## src/fpt_map.vh

```
// Purpose: constants for the flash parameter table lookup, dwords 3 to 9
// Assumes: byte offsets are relative to the table start at 1120h
// Notes: one fixed byte per offset
// Operation
// RULE1: table first byte sits at address 1120h
// RULE2: offset 08h returns 44h, quad io cycles
// RULE3: offset 09h returns quad io opcode EBh
// RULE4: offset 0Ah returns 08h, quad out cycles
// RULE5: offset 0Bh returns quad out opcode 6Bh
// RULE6: dual out unsupported: 0Ch 00h, 0Dh FFh
// RULE7: dual io unsupported: 0Eh 00h, 0Fh FFh
// RULE8: offset 10h returns EEh, no quad command mode
// RULE9: reserved offsets 11h-15h, 18h-19h return FFh
// RULE10: all-dual unsupported: 16h 00h, 17h FFh
// RULE11: quad command mode unsupported: 1Ah 00h, 1Bh FFh
// RULE12: erase types 1,2 absent: size 00h, opcode FFh
// RULE13: erase type 3: size 13h, opcode D8h
// RULE14: erase type 4 absent: 22h 00h, 23h FFh
// RULE15: one fixed byte per offset, no other influence
`ifndef FPT_MAP_VH
`define FPT_MAP_VH
`define FPT_BASE_ADDR 16'h1120
`define FPT_FIRST_OFS 8'h08
`define FPT_LAST_OFS 8'h23
`define FPT_QIO_CYC 8'h44
`define FPT_QIO_OP 8'hEB
`define FPT_QOUT_CYC 8'h08
`define FPT_QOUT_OP 8'h6B
`define FPT_NONE_CYC 8'h00
`define FPT_NONE_OP 8'hFF
`define FPT_MODES 8'hEE
`define FPT_RESV 8'hFF
`define FPT_ER3_SIZE 8'h13
`define FPT_ER3_OP 8'hD8
`define FPT_OUT_RST 8'hFF
`define FPT_QIO_MODE_CYC 3'h2
`define FPT_QIO_DUMMY_CYC 5'h04
`define FPT_QOUT_MODE_CYC 3'h0
`define FPT_QOUT_DUMMY_CYC 5'h08
`define FPT_NONE_MODE_CYC 3'h0
`define FPT_NONE_DUMMY_CYC 5'h00
`define FPT_RESV_FIELD 3'h7
`define FPT_QCMD_BIT 1'h0
`define FPT_ALL_DUAL_BIT 1'h0
`define FPT_ER_ABSENT 8'h00
`endif

```

## src/fpt_rom.v

```verilog
// Purpose: fixed byte lookup of basic flash parameter table dwords 3 to 9
// Assumes: addr is an absolute parameter-space address from same-clock logic
// Notes: data registered one cycle after addr; outside the range reads FFh
`timescale 1ns/100ps
`default_nettype none
`include "fpt_map.vh"
module fpt_rom (
  input wire ref_clk,
  input wire rst_n,
  input wire [15:0] addr,
  output wire [7:0] rd_data,
  output wire hit
);

  // table geometry
  localparam ENTRY_COUNT = 28;
  localparam IDX_W = 5;
  localparam TABLE_W = 8 * ENTRY_COUNT;

  // fixed byte for one relative offset, built from its fields
  function [7:0] fpt_entry_byte;
    input [7:0] ofs_in;
    reg [2:0] mode_cyc;
    reg [4:0] dummy_cyc;
    begin
      fpt_entry_byte = `FPT_OUT_RST;
      mode_cyc = 3'h0;
      dummy_cyc = 5'h00;
      case (ofs_in)
        8'h08: begin
          mode_cyc = `FPT_QIO_MODE_CYC; // see RULE2
          dummy_cyc = `FPT_QIO_DUMMY_CYC; // see RULE2
          fpt_entry_byte = {mode_cyc, dummy_cyc};
        end

        8'h09: begin
          fpt_entry_byte = `FPT_QIO_OP; // see RULE3
        end

        8'h0A: begin
          mode_cyc = `FPT_QOUT_MODE_CYC; // see RULE4
          dummy_cyc = `FPT_QOUT_DUMMY_CYC; // see RULE4
          fpt_entry_byte = {mode_cyc, dummy_cyc};
        end

        8'h0B: begin
          fpt_entry_byte = `FPT_QOUT_OP; // see RULE5
        end

        8'h0C: begin
          mode_cyc = `FPT_NONE_MODE_CYC; // see RULE6
          dummy_cyc = `FPT_NONE_DUMMY_CYC; // see RULE6
          fpt_entry_byte = {mode_cyc, dummy_cyc};
        end

        8'h0D: begin
          fpt_entry_byte = `FPT_NONE_OP; // see RULE6
        end

        8'h0E: begin
          mode_cyc = `FPT_NONE_MODE_CYC; // see RULE7
          dummy_cyc = `FPT_NONE_DUMMY_CYC; // see RULE7
          fpt_entry_byte = {mode_cyc, dummy_cyc};
        end

        8'h0F: begin
          fpt_entry_byte = `FPT_NONE_OP; // see RULE7
        end

        8'h10: begin
          fpt_entry_byte = {`FPT_RESV_FIELD, `FPT_QCMD_BIT, // see RULE8
            `FPT_RESV_FIELD, `FPT_ALL_DUAL_BIT};
        end

        8'h11: begin
          fpt_entry_byte = `FPT_RESV; // see RULE9
        end

        8'h12: begin
          fpt_entry_byte = `FPT_RESV; // see RULE9
        end

        8'h13: begin
          fpt_entry_byte = `FPT_RESV; // see RULE9
        end

        8'h14: begin
          fpt_entry_byte = `FPT_RESV; // see RULE9
        end

        8'h15: begin
          fpt_entry_byte = `FPT_RESV; // see RULE9
        end

        8'h16: begin
          mode_cyc = `FPT_NONE_MODE_CYC; // see RULE10
          dummy_cyc = `FPT_NONE_DUMMY_CYC; // see RULE10
          fpt_entry_byte = {mode_cyc, dummy_cyc};
        end

        8'h17: begin
          fpt_entry_byte = `FPT_NONE_OP; // see RULE10
        end

        8'h18: begin
          fpt_entry_byte = `FPT_RESV; // see RULE9
        end

        8'h19: begin
          fpt_entry_byte = `FPT_RESV; // see RULE9
        end

        8'h1A: begin
          mode_cyc = `FPT_NONE_MODE_CYC; // see RULE11
          dummy_cyc = `FPT_NONE_DUMMY_CYC; // see RULE11
          fpt_entry_byte = {mode_cyc, dummy_cyc};
        end

        8'h1B: begin
          fpt_entry_byte = `FPT_NONE_OP; // see RULE11
        end

        8'h1C: begin
          fpt_entry_byte = `FPT_ER_ABSENT; // see RULE12
        end

        8'h1D: begin
          fpt_entry_byte = `FPT_NONE_OP; // see RULE12
        end

        8'h1E: begin
          fpt_entry_byte = `FPT_ER_ABSENT; // see RULE12
        end

        8'h1F: begin
          fpt_entry_byte = `FPT_NONE_OP; // see RULE12
        end

        8'h20: begin
          fpt_entry_byte = `FPT_ER3_SIZE; // see RULE13
        end

        8'h21: begin
          fpt_entry_byte = `FPT_ER3_OP; // see RULE13
        end

        8'h22: begin
          fpt_entry_byte = `FPT_ER_ABSENT; // see RULE14
        end

        8'h23: begin
          fpt_entry_byte = `FPT_NONE_OP; // see RULE14
        end

        default: begin
          fpt_entry_byte = `FPT_OUT_RST;
        end
      endcase
    end
  endfunction

  // constant table, entry 0 holds offset 08h
  wire [TABLE_W-1:0] table_flat;
  genvar k;

  generate
    for (k = 0; k < ENTRY_COUNT; k = k + 1) begin : g_entry
      localparam [31:0] ENTRY_OFS = k + `FPT_FIRST_OFS;
      assign table_flat[8*k +: 8] = fpt_entry_byte(ENTRY_OFS[7:0]); // see RULE15
    end
  endgenerate

  // relative offset and range check
  wire [15:0] rel_addr;
  wire above_base;
  wire rel_page_zero;
  wire [7:0] rel_ofs;
  wire ofs_low_ok;
  wire ofs_high_ok;
  wire in_table;
  wire [7:0] idx_full;
  wire [IDX_W-1:0] entry_idx;

  assign rel_addr = addr - `FPT_BASE_ADDR; // see RULE1
  assign above_base = (addr >= `FPT_BASE_ADDR); // see RULE1
  assign rel_page_zero = (rel_addr[15:8] == 8'h00);
  assign rel_ofs = rel_addr[7:0];
  assign ofs_low_ok = (rel_ofs >= `FPT_FIRST_OFS);
  assign ofs_high_ok = (rel_ofs <= `FPT_LAST_OFS);
  assign in_table = above_base && rel_page_zero && ofs_low_ok && ofs_high_ok;
  assign idx_full = rel_ofs - `FPT_FIRST_OFS;
  assign entry_idx = in_table ? idx_full[IDX_W-1:0] : {IDX_W{1'h0}};

  // lookup of the addressed entry
  reg [7:0] data_reg;
  reg [7:0] data_next;
  reg hit_reg;
  reg hit_next;

  always @* begin
    hit_next = 1'h0;
    data_next = `FPT_OUT_RST;
    if (in_table) begin
      hit_next = 1'h1;
      data_next = table_flat[8*entry_idx +: 8]; // see RULE15
    end
  end

  // output stage, one cycle after the address
  always @(posedge ref_clk) begin
    if (!rst_n) begin
      data_reg <= `FPT_OUT_RST;
    end else begin
      data_reg <= data_next; // see RULE15
    end
  end

  always @(posedge ref_clk) begin
    if (!rst_n) begin
      hit_reg <= 1'h0;
    end else begin
      hit_reg <= hit_next;
    end
  end

  assign rd_data = data_reg;
  assign hit = hit_reg;
endmodule // fpt_rom
`default_nettype wire

```

## config.mk

```make
export PLATFORM = sky130hd
export DESIGN_NAME = fpt_rom
export DESIGN_NICKNAME = d
export VERILOG_FILES = /design/src/fpt_rom.v
export VERILOG_INCLUDE_DIRS = /design/src
export SDC_FILE = /design/constraint.sdc
export NUM_CORES = 1
export LEC_CHECK = 0
export BUFFER_PORTS_ARGS = -buffer_cell sky130_fd_sc_hd__buf_2
export CAP_MARGIN = 10
export CORE_MARGIN = 4
export CORE_UTILIZATION = 46
export CTS_CLUSTER_DIAMETER = 40
export DETAILED_ROUTE_END_ITERATION = 7
export PLACE_DENSITY = 0.84
export SETUP_SLACK_MARGIN = 0.02
export SYNTH_ARGS = -nofsm -noshare
export SYNTH_HDL_FRONTEND = slang
export SYNTH_SLANG_ARGS = --single-unit
export TNS_END_PERCENT = 10
```

## constraint.sdc

```tcl
create_clock -name ref_clk -period 2.19 [get_ports ref_clk]
set_input_delay 0.1095 -clock ref_clk [delete_from_list [all_inputs] [get_ports ref_clk]]
set_output_delay 0.1095 -clock ref_clk [all_outputs]
set_load 0.01 [all_outputs]
```

## Yosys cells after proc, flatten, opt, wreduce, memory -nomap -nowiden

Index checks and enable logic that the tools add are counted.

- Register bits: 9
- Input port bits: 18

- $lt $le $gt $ge: 3
- Muxes and demuxes: 2
- Reductions and logical operators: 5
- Add/subtract/negate cells: 2
- Shift operators: 1

Operators with widths:

| kind | count |
|---|---|
| $shiftx 224x9->8 const A | 1 |
| $ge 16x13->1 const B | 1 |
| $sub 16x13->16 const B | 1 |
| $ge 8x4->1 const B | 1 |
| $le 8x6->1 const B | 1 |
| $logic_not 8->1 | 1 |
| $mux 5 | 1 |
| $sub 5x4->5 const B | 1 |
| $logic_and 1x1->1 | 3 |
| $reduce_and 2->1 | 1 |
| $mux 1 | 1 |

## Depth between registers and ports, before layout

Gate-level depths: netlist of run 1.

- Word-level depth: 7
- Gate-level depth with buffers: 11

## Worst setup path after synthesis of run 1

Ideal clock, no wire load.

- Path kind: input to register
- From: input port addr[5]
- To: register data_reg[0], in the netlist rd_data[0]
- Buffers on the path: 0
- Arrival time: 1.874 ns
- Stages: 11
- Data required time: 2.060 ns
- Path slack: 0.186 ns
- Setup time: 0.130 ns
- Cells stage by stage: inv_1 -> ha_1 -> and4bb_1 -> nand4_1 -> nor3_1 -> nand2_1 -> ha_1 -> mux2i_1 -> a221oi_1 -> a21oi_1 -> nand2b_1

- Cells in the longest elaborated chain, start to end: 7

RTL lines:

| element | line | text |
|---|---|---|
| from (decl) | fpt_rom.v:10 | `input wire [15:0] addr,` |
| branches (longest 4 deep; another with $sub 16x13->16) | n/a |  |
| $logic_and 1x1->1 * | fpt_rom.v:190 | `assign in_table = above_base && rel_page_zero && ofs_low_ok && ofs_high_ok;` |
| $mux 5 | fpt_rom.v:192 | `assign entry_idx = in_table ? idx_full[IDX_W-1:0] : {IDX_W{1'h0}};` |
| $shiftx 224x9->8 | fpt_rom.v:205 | `data_next = table_flat[8*entry_idx +: 8];` |
| to (signal assigned) | fpt_rom.v:212 | `` data_reg <= `FPT_OUT_RST; `` |
| to (signal assigned) | fpt_rom.v:214 | `data_reg <= data_next;` |
| to (decl) | fpt_rom.v:195 | `reg [7:0] data_reg;` |

Mark *: on every way between the ends.
A chain may end at the register's enable or synchronous reset.

## Final worst setup path of run 1

Ends and elaborated chain as after synthesis.

==> results_dict.tcl, run 1 <==
set metrics [dict create \
    dr.pass1.iters 4 \
    worstSetupPathType "primary input to register" \
    ys.flop_type "dfxtp_1" \
    yosys.area.top_type_share_pct 27.3 \
    cts-root-buf "clkbuf_4" \
    power_density_mw_per_mm2 453 \
    fin_cells 126 \
    antenna_cells 0 \
    crit_arrival_ns 2.05 \
    drcViolationCount 0 \
    cts_tree "yes" \
    critPathLaunch "addr[5]" \
    synth_area_sq_um 661 \
    die_h_um 45.9 \
    startpoint_type "primary input" \
    synthArstFlopShare_pct 0 \
    report.final.slew_viol_count 0 \
    synth.distinct_cells 32 \
    dieArea_sq_mm 0.00211 \
    wl_met1_um 550 \
    synth-seq-cells 9 \
    synth_edf_count 0 \
    period_share_pct 87.5 \
    cts_hold_buf 0 \
    h-tree-depth 1 \
    coreArea_sq_mm 0.00133 \
    setup_violations 0 \
    hold_viol 0 \
    vias_per_cell 5.58 \
    start_util_pct 49.5 \
    antenna_found_initial 0 \
    yosysTopAreaCell "dfxtp_1" \
    p_leak_nw 0.361 \
    cts_buffers 3 \
    rsz0062_at_grt "no" \
    maxCapViolCount 0 \
    grt.total_usage_pct 14.4 \
    yosysSeqAreaShare_pct 27.3 \
    placedCellCount 122 \
    dieWidth_um 45.9 \
    grt_max_degree 17 \
    timing.hold.ws_ns 0.172 \
    status "finished, final reports clean" \
    num_vias 703 \
    tightest_slew_ns 0.471 \
    cts.sinks 9 \
    fmax_mhz 522 \
    yosysMostFrequentCell "dfxtp_1" \
    synthCells 85 \
    wl_per_cell_um 11.2 \
    wl_met3_um 129 \
    min_path_type "primary input to register" \
    critPathCaptureType "register" \
    setup_tns_ns 0 \
    netlist_top_cells_area "dfxtp_1 27%, ha_1 7.6%, a21oi_1 6.1%" \
    port_buffers 26 \
    clock_path_buffers 2 \
    largest_reg_flops 8 \
    top_layer_used "met3" \
    worstPathRequired_ns 2.32 \
    grt_pass1_wl_um 2240 \
    min_period_ns 1.92 \
    nets 134 \
    drtAntennaViolNets 0 \
    grt_pass1_vias 568 \
    synth_nets 107 \
    slew_headroom_pct 68.5 \
    critPathCapture "rd_data[0]" \
    yosysWarnings 0 \
    critPathMaxFanout 3 \
    overflow 0 \
    synthTopCellsByCount "9 x dfxtp_1, 8 x a21oi_1, 7 x inv_1" \
    routed_wl_um 1410 \
    place_congestion 0.845 \
    synthToLayoutAreaGrowth_pct 25.8 \
    drive_above_1_share_pct 31.5 \
    avgSynthCellArea_sq_um 7.77 \
    drt-initial-drc-count 25 \
    io_pins 27 \
    clkTransAtPathRegs_ns 0.06 \
    ir_drop_v 0.000183 \
    core.rowCount 13 \
    wl_met2_um 734 \
]
-- cell families after synthesis --
| kind of cell | count (synthesis) | synth area share, % |
|---|---|---|
| muxes | 2 | 3.03 |
| xor gates and xnor gates | 1 | 1.33 |
| DFF | 9 | 27.3 |
| AOI/OAI and AO/OA | 28 | 26.9 |
| adders and majority gates | 4 | 7.58 |
| buffers and inverters | 13 | 7.77 |
| and+or+nand+nor | 28 | 26.1 |
-- worst min-delay path by stage --
stage               start  depth (start not counted)  slack [ns]  endpoint
floorplan           rst_n                          1        0.31       hit
global placement    rst_n                          2        0.43       hit
detailed placement  rst_n                          2        0.43       hit
CTS                 rst_n                          2        0.16       hit
global route        rst_n                          2        0.16       hit
finish              rst_n                          2        0.17       hit
-- power breakdown --
part	switching (mW)	internal [mW]
sequential	0.00000639	0.164
clock	0.0497	0.0697
combinational	0.0527	0.0402
-- layout by cell type (no fill, tap or decap), types with 4 or more instances in the layout --
cell type	n
o21ai_0	4
buf_2	26
nand2b_1	4
nor2_1	6
dfxtp_1	9
a21oi_1	8
ha_1	4
inv_1	7
-- per-stage QoR --
step	cell area, sq um	setup WS [ns]	utilization [%]	power [mW]
final	831	0.273	62.3	0.376
after detailed placement	800	-0.0804	59.9	0.259
after global placement	800	0.0394	59.9	0.256
after global routing	831	0.0745	62.3	0.404
after floorplan	661	0.186	-	0.232
after CTS	826	0.191	61.9	0.379
-- what timing repair did --
action | CTS | global route
endpoints found under the setup margin | 0 | 1
endpoints found under the hold margin | 0 | 0
setup buffers | 0 | 0
resized for setup | 0 | 1
-- layer usage --
layer / track usage, % / vias up
li1: - / 357
met1: 17.4 / 310
met2: 23.1 / 36
met3: 4.74 / 0
met4: 6.25 / 0
met5: 0 / -
-- worst max-delay path, stage by stage --
cell,delay (ns)
buf_2,0.10
inv_1,0.06
ha_1,0.26
and4bb_1,0.19
nand4_1,0.13
nor3_2,0.24
nand2_1,0.12
ha_1,0.32
mux2i_1,0.07
a221oi_1,0.24
a21oi_1,0.06
nand2b_1,0.15
-- final cells by class --
type	count	area [sq um]
Multi-Input combinational cell	63	434
Tap cell	15	18.8
Clock buffer	4	26.3
Fill cell	116	503
Inverter	7	26.3
Timing Repair Buffer	28	145
Sequential cell	9	180
No activity file was read; power rests on OpenSTA's default activity.
==> inputs of run 2 (changes only) <==
--- a/config.mk
+++ b/config.mk
@@ -6,10 +6,11 @@
 export SDC_FILE = /design/constraint.sdc
 export NUM_CORES = 1
 export LEC_CHECK = 0
+export ABC_AREA = 1
 export BUFFER_PORTS_ARGS = -buffer_cell sky130_fd_sc_hd__buf_2
 export CAP_MARGIN = 10
 export CORE_MARGIN = 4
-export CORE_UTILIZATION = 46
+export CORE_UTILIZATION = 47
 export CTS_CLUSTER_DIAMETER = 40
 export DETAILED_ROUTE_END_ITERATION = 7
 export PLACE_DENSITY = 0.84
==> run 2 against run 1 <==
Net effect: cell count increased by 29%; global-route usage increased by 1.6 points; die area increased by 3.8%; sequential power about the same; core utilization increased by 3.0 points; clock power about the same; critical path depth increased by 6.
==> results_dict.tcl, run 2 <==
set metrics [dict create \
    synth.distinct_cells 15 \
    internal_power_uw 257 \
    place_area_sq_um 855 \
    clkTransAtPathRegs_ns 0.06 \
    synth_top_family_by_area "simple AND/OR/NAND/NOR gates" \
    timing.hold.ws_ns 0.154 \
    grt_pass1_vias 666 \
    fill_cells 136 \
    grt.total_usage_pct 16.0 \
    final_cell_area_sq_um 881 \
    core.rowCount 13 \
    yosys.area.top_type_share_pct 26.1 \
    grt_max_degree 9 \
    tightest_slew_ns 0.200 \
    setup_violations 0 \
    cts_buffers 3 \
    crit_arrival_ns 1.87 \
    drive_above_1_share_pct 28.6 \
    drcViolationCount 0 \
    status "finished, final reports clean" \
    power_frac_comb_pct 17.5 \
    critPathMaxFanout 4 \
    synthCells 117 \
    yosysSeqAreaShare_pct 25.5 \
    nets 170 \
    start_util_pct 52.3 \
    critPathLaunch "addr[5]" \
    most-common-layout-cells "49 x nand2_1, 26 x buf_2, 17 x inv_1, 13 x nand3_1, 9 x dfxtp_1" \
    synthArstFlopShare_pct 0 \
    cpMostUsedCell "nand2_1" \
    synth_edf_count 0 \
    path_cells "buf_2 -> inv_1 -> ha_1 -> inv_1 -> nor2_1 -> nand2_1 -> nor2_4 -> nand2_2 -> nor2_4 -> nand2_2 -> nor2_4 -> inv_1 -> ha_1 -> nor2_1 -> nand2_1 -> nand2_1 -> nand2_1 -> nand3_1" \
    critPathMaxStageDelay_ns 0.28 \
    min_path_type "primary input to register" \
    coreArea_sq_mm 0.00135 \
    startpoint_type "primary input" \
    multi_input_area_sq_um 454 \
    slew_headroom_pct 86.6 \
    dr.pass1.iters 4 \
    synth_area_sq_um 706 \
    worstSetupPathType "primary input to register" \
    synth_adder_area_share_pct 7.09 \
    antenna_found_initial 0 \
    vias_per_cell 4.88 \
    final_common_cell "nand2_1" \
    drt-initial-drc-count 12 \
    synth_compound_area_share_pct 2.13 \
    ys.flop_type "dfxtp_1" \
    overflow 0 \
    ff_latch_area_sq_um 180 \
    p_sw_share_pct 25.7 \
    wl_per_cell_um 9.27 \
    dpl.hpwl_um 1320 \
    critPathCapture "rd_data[0]" \
    synth-seq-cells 9 \
    synthToLayoutAreaGrowth_pct 24.8 \
    setup_tns_ns 0 \
    port_buffers 26 \
    power_density_mw_per_mm2 393 \
    pwr-share-seq_pct 47.3 \
    largest_reg_flops 8 \
    path_buf_inv 4 \
    min_period_ns 1.68 \
    cp_top_family "simple AND/OR/NAND/NOR gates" \
    switchingPower_uw 88.9 \
    yosysMostFrequentCell "nand2_1" \
    synthTopCellsByCount "49 x nand2_1, 17 x inv_1, 13 x nand3_1" \
    cts.sinks 9 \
    yosysWarnings 0 \
    rsz0062_at_grt "no" \
    report.final.slew_viol_count 0 \
    synthXorXnorAreaFrac_pct 0 \
    cpMaxStageDelayCell "ha_1" \
    dieWidth_um 46.8 \
    synth-simple-area-share_pct 55.1 \
    clock_path_buffers 2 \
    yosysTopAreaCell "nand2_1" \
    place_congestion 0.808 \
    worstSetupPathDepth 18 \
    critPathCaptureType "register" \
    p_leak_nw 0.493 \
    worstPathRequired_ns 2.38 \
    hold_viol 0 \
    fin_cells 162 \
    post_cts.repair.setup_buffers 0 \
    period_share_pct 76.8 \
    avgSynthCellArea_sq_um 6.03 \
    dieArea_sq_mm 0.00219 \
    placedCellCount 158 \
    cts_tree "yes" \
    grt_pass1_wl_um 2510 \
    cts-root-buf "clkbuf_4" \
    routed_wl_um 1500 \
    synth_nets 139 \
    cts_resized 0 \
    maxCapViolCount 0 \
    num_vias 791 \
    antenna_cells 0 \
    muxShareOfSynthArea_pct 0 \
    h-tree-depth 1 \
    io_pins 27 \
    netlist_top_cells_area "nand2_1 26%, dfxtp_1 26%, nand3_1 9.2%" \
    cts_hold_buf 0 \
    fmax_mhz 595 \
    ir_drop_v 0.000260 \
    die_h_um 46.8 \
    drtAntennaViolNets 0 \
    clkPwrFrac_pct 35.2 \
]
[run 2: through the flow]
stage	power [mW]	setup WS, ns	utilization (%)
6_report	0.346	0.509	65.2
5_1_grt	0.371	0.337	65.2
4_1_cts	0.350	0.494	65.2
3_5_place_dp	0.228	0.234	63.3
3_3_place_gp	0.225	0.290	63.3
2_1_floorplan	0.202	0.499	-
[run 2: how the worst min path moves through the flow]
stage	start	end	slack, ns	depth (start not counted)
floorplan	rst_n	hit	0.29	2
global placement	rst_n	hit	0.41	3
detailed placement	rst_n	hit	0.42	3
CTS	rst_n	hit	0.15	3
global route	rst_n	hit	0.17	3
finish	rst_n	hit	0.15	3
[run 2: kinds of logic after synthesis]
family,after synthesis
buffers and inverters,19
flip-flops,9
AO/OA/AOI/OAI,3
adder cells (fa/ha/maj),4
AND/OR/NAND/NOR,82
[run 2: layer usage]
metal	up-vias	part of all wire [%]	GRT usage, %
li1	418	-	-
met1	349	43	18.3
met2	24	51	28.6
met3	0	6.5	5.75
met4	0	0	3.31
met5	-	0	0
[run 2: layout make-up]
| type | instances | share of cell area, % |
|---|---|---|
| inverter | 19 | 8.10 |
| multi-input combinational | 89 | 51.6 |
| timing repair buffer | 26 | 14.8 |
| tap | 15 | 2.13 |
| clock buffer | 4 | 2.98 |
| sequential | 9 | 20.5 |
[run 2: power groups by stage]
stage          registers, mW  clock network, mW  logic, mW
3_3_place_gp           0.167                  0     0.0579
2_1_floorplan          0.167                  0     0.0350
4_1_cts                0.164              0.125     0.0608
3_5_place_dp           0.167                  0     0.0604
6_report               0.164              0.122     0.0606
5_1_grt                0.164              0.138     0.0695
==> inputs of run 3 (changes only) <==
==> constraint.sdc (replaced) <==
create_clock -name ref_clk -period 1.75 [get_ports ref_clk]
set_input_delay 0.0875 -clock ref_clk [delete_from_list [all_inputs] [get_ports ref_clk]]
set_output_delay 0.0875 -clock ref_clk [all_outputs]
set_load 0.01 [all_outputs]
==> run 3 against run 2 <==
Net effect: setup slack worse by 0.38 ns; critical path depth stayed put; combinational power up 48%; die area is the same; count of clock-buffer cells in the layout stayed put; critical path type unchanged.
==> results_dict.tcl, run 3 (synthesized netlist as in run 2, its figures left out) <==
set metrics [dict create \
    status "finished, final reports clean" \
    nets 174 \
    dpl.hpwl_um 1370 \
    fmax_mhz 617 \
    drtAntennaViolNets 0 \
    pwr-share-seq_pct 45.6 \
    path_cells "buf_6 -> inv_2 -> ha_4 -> inv_1 -> nor2_1 -> nand2_1 -> nor2_4 -> nand2_2 -> nor2_4 -> nand2_2 -> nor2_4 -> inv_2 -> ha_4 -> nor2_1 -> nand2_1 -> nand2_2 -> nand2_2 -> nand3_2" \
    grt_pass1_vias 733 \
    cpMaxStageDelayCell "ha_4" \
    crit_arrival_ns 1.76 \
    io_pins 27 \
    grt.total_usage_pct 18.0 \
    grt_max_degree 9 \
    coreArea_sq_mm 0.00135 \
    drt-initial-drc-count 28 \
    antenna_cells 0 \
    maxCapViolCount 0 \
    critPathCaptureType "register" \
    start_util_pct 52.3 \
    startpoint_type "primary input" \
    tightest_slew_ns 0.210 \
    power_frac_comb_pct 20.0 \
    worstPathRequired_ns 1.89 \
    period_share_pct 92.6 \
    clock_path_buffers 2 \
    cts_buffers 3 \
    worst_slack_ns 0.130 \
    dr.pass1.iters 4 \
    drcViolationCount 0 \
    dieWidth_um 46.8 \
    most-common-layout-cells "47 x nand2_1, 24 x buf_2, 14 x inv_1, 11 x nand3_1, 9 x dfxtp_1" \
    fin_cells 166 \
    cts_tree "yes" \
    drive_above_1_share_pct 36.4 \
    final_common_cell "nand2_1" \
    num_vias 840 \
    core.rowCount 13 \
    internal_power_uw 330 \
    ir_drop_v 0.000375 \
    wl_per_cell_um 10.2 \
    placedCellCount 162 \
    critPathMaxStageDelay_ns 0.25 \
    ff_latch_area_sq_um 180 \
    power_density_mw_per_mm2 467 \
    min_path_type "primary input to register" \
    switchingPower_uw 120 \
    overflow 0 \
    h-tree-depth 1 \
    fill_cells 115 \
    cp_top_family "simple AND/OR/NAND/NOR gates" \
    worstSetupPathType "primary input to register" \
    p_leak_nw 0.516 \
    hold_viol 0 \
    grt_pass1_wl_um 2790 \
    place_congestion 0.787 \
    die_h_um 46.8 \
    min_period_ns 1.62 \
    port_buffers 26 \
    cpMostUsedCell "nand2_2" \
    synthToLayoutAreaGrowth_pct 36.5 \
    cts.sinks 9 \
    largest_reg_flops 8 \
    clkPwrFrac_pct 34.5 \
    report.final.slew_viol_count 0 \
    vias_per_cell 5.06 \
    dieArea_sq_mm 0.00219 \
    clkTransAtPathRegs_ns 0.05 \
    antenna_found_initial 0 \
    setup_violations 0 \
    critPathMaxFanout 3 \
    cts-root-buf "clkbuf_4" \
    path_buf_inv 4 \
    routed_wl_um 1700 \
    slew_headroom_pct 85.9 \
    rsz0062_at_grt "no" \
    multi_input_area_sq_um 494 \
    p_sw_share_pct 26.6 \
    place_ws_ns -0.0969 \
]
==> run 3: cell count changes in the layout (fill, tap and decap cells not counted), sizes merged <==
cell  before  now
buf       26   30
==> run 3: layer usage <==
layer	vias up	wire length, um	track usage [%]
li1	426	-	-
met1	363	625	21.2
met2	47	880	29.4
met3	4	177	5.75
met4	0	14	9.39
met5	-	0	0
==> run 3: cell type report <==
| cell class | instances | area share [%] |
|---|---|---|
| clock buffers | 4 | 2.73 |
| inverters | 19 | 7.40 |
| multi-input cells | 89 | 51.3 |
| flip-flops and latches | 9 | 18.7 |
| well taps | 15 | 1.95 |
| repair buffers | 30 | 17.9 |
==> run 3: per-stage QoR <==
step | power [mW] | utilization [%] | cell area, sq um | setup TNS (ns) | hold WS [ns]
global placement | 0.286 | 65.5 | 885 | -0.127 | 0.381
detailed placement | 0.289 | 65.5 | 885 | -0.235 | 0.382
floorplan | 0.253 | - | 706 | 0 | 0.270
CTS | 0.448 | 67.5 | 911 | 0 | 0.110
finish | 0.450 | 71.4 | 963 | 0 | 0.140
global route | 0.482 | 71.4 | 963 | 0 | 0.163
==> run 3: path summary, 6_finish.rpt <==
kind              slack [ns]    start    endpoint  cells after the start
setup / recovery        0.13  addr[5]  rd_data[1]                     18
hold / removal          0.14    rst_n         hit                      3
==> run 3: repair_timing <==
| action | 4_1_cts | 5_1_grt |
|---|---|---|
| setup buffers | 0 | 0 |
| hold buffers | 0 | 0 |
| resized for setup | 0 | 11 |
| setup endpoints to repair | 0 | 2 |
==> run 3: power groups by stage <==
| stage | Clock (mW) | Sequential (mW) | Combinational [mW] |
|---|---|---|---|
| finish | 0.155 | 0.205 | 0.0898 |
| global route | 0.177 | 0.205 | 0.100 |
| CTS | 0.162 | 0.205 | 0.0807 |
| detailed placement | 0 | 0.209 | 0.0799 |
| global placement | 0 | 0.209 | 0.0763 |
| floorplan | 0 | 0.210 | 0.0438 |
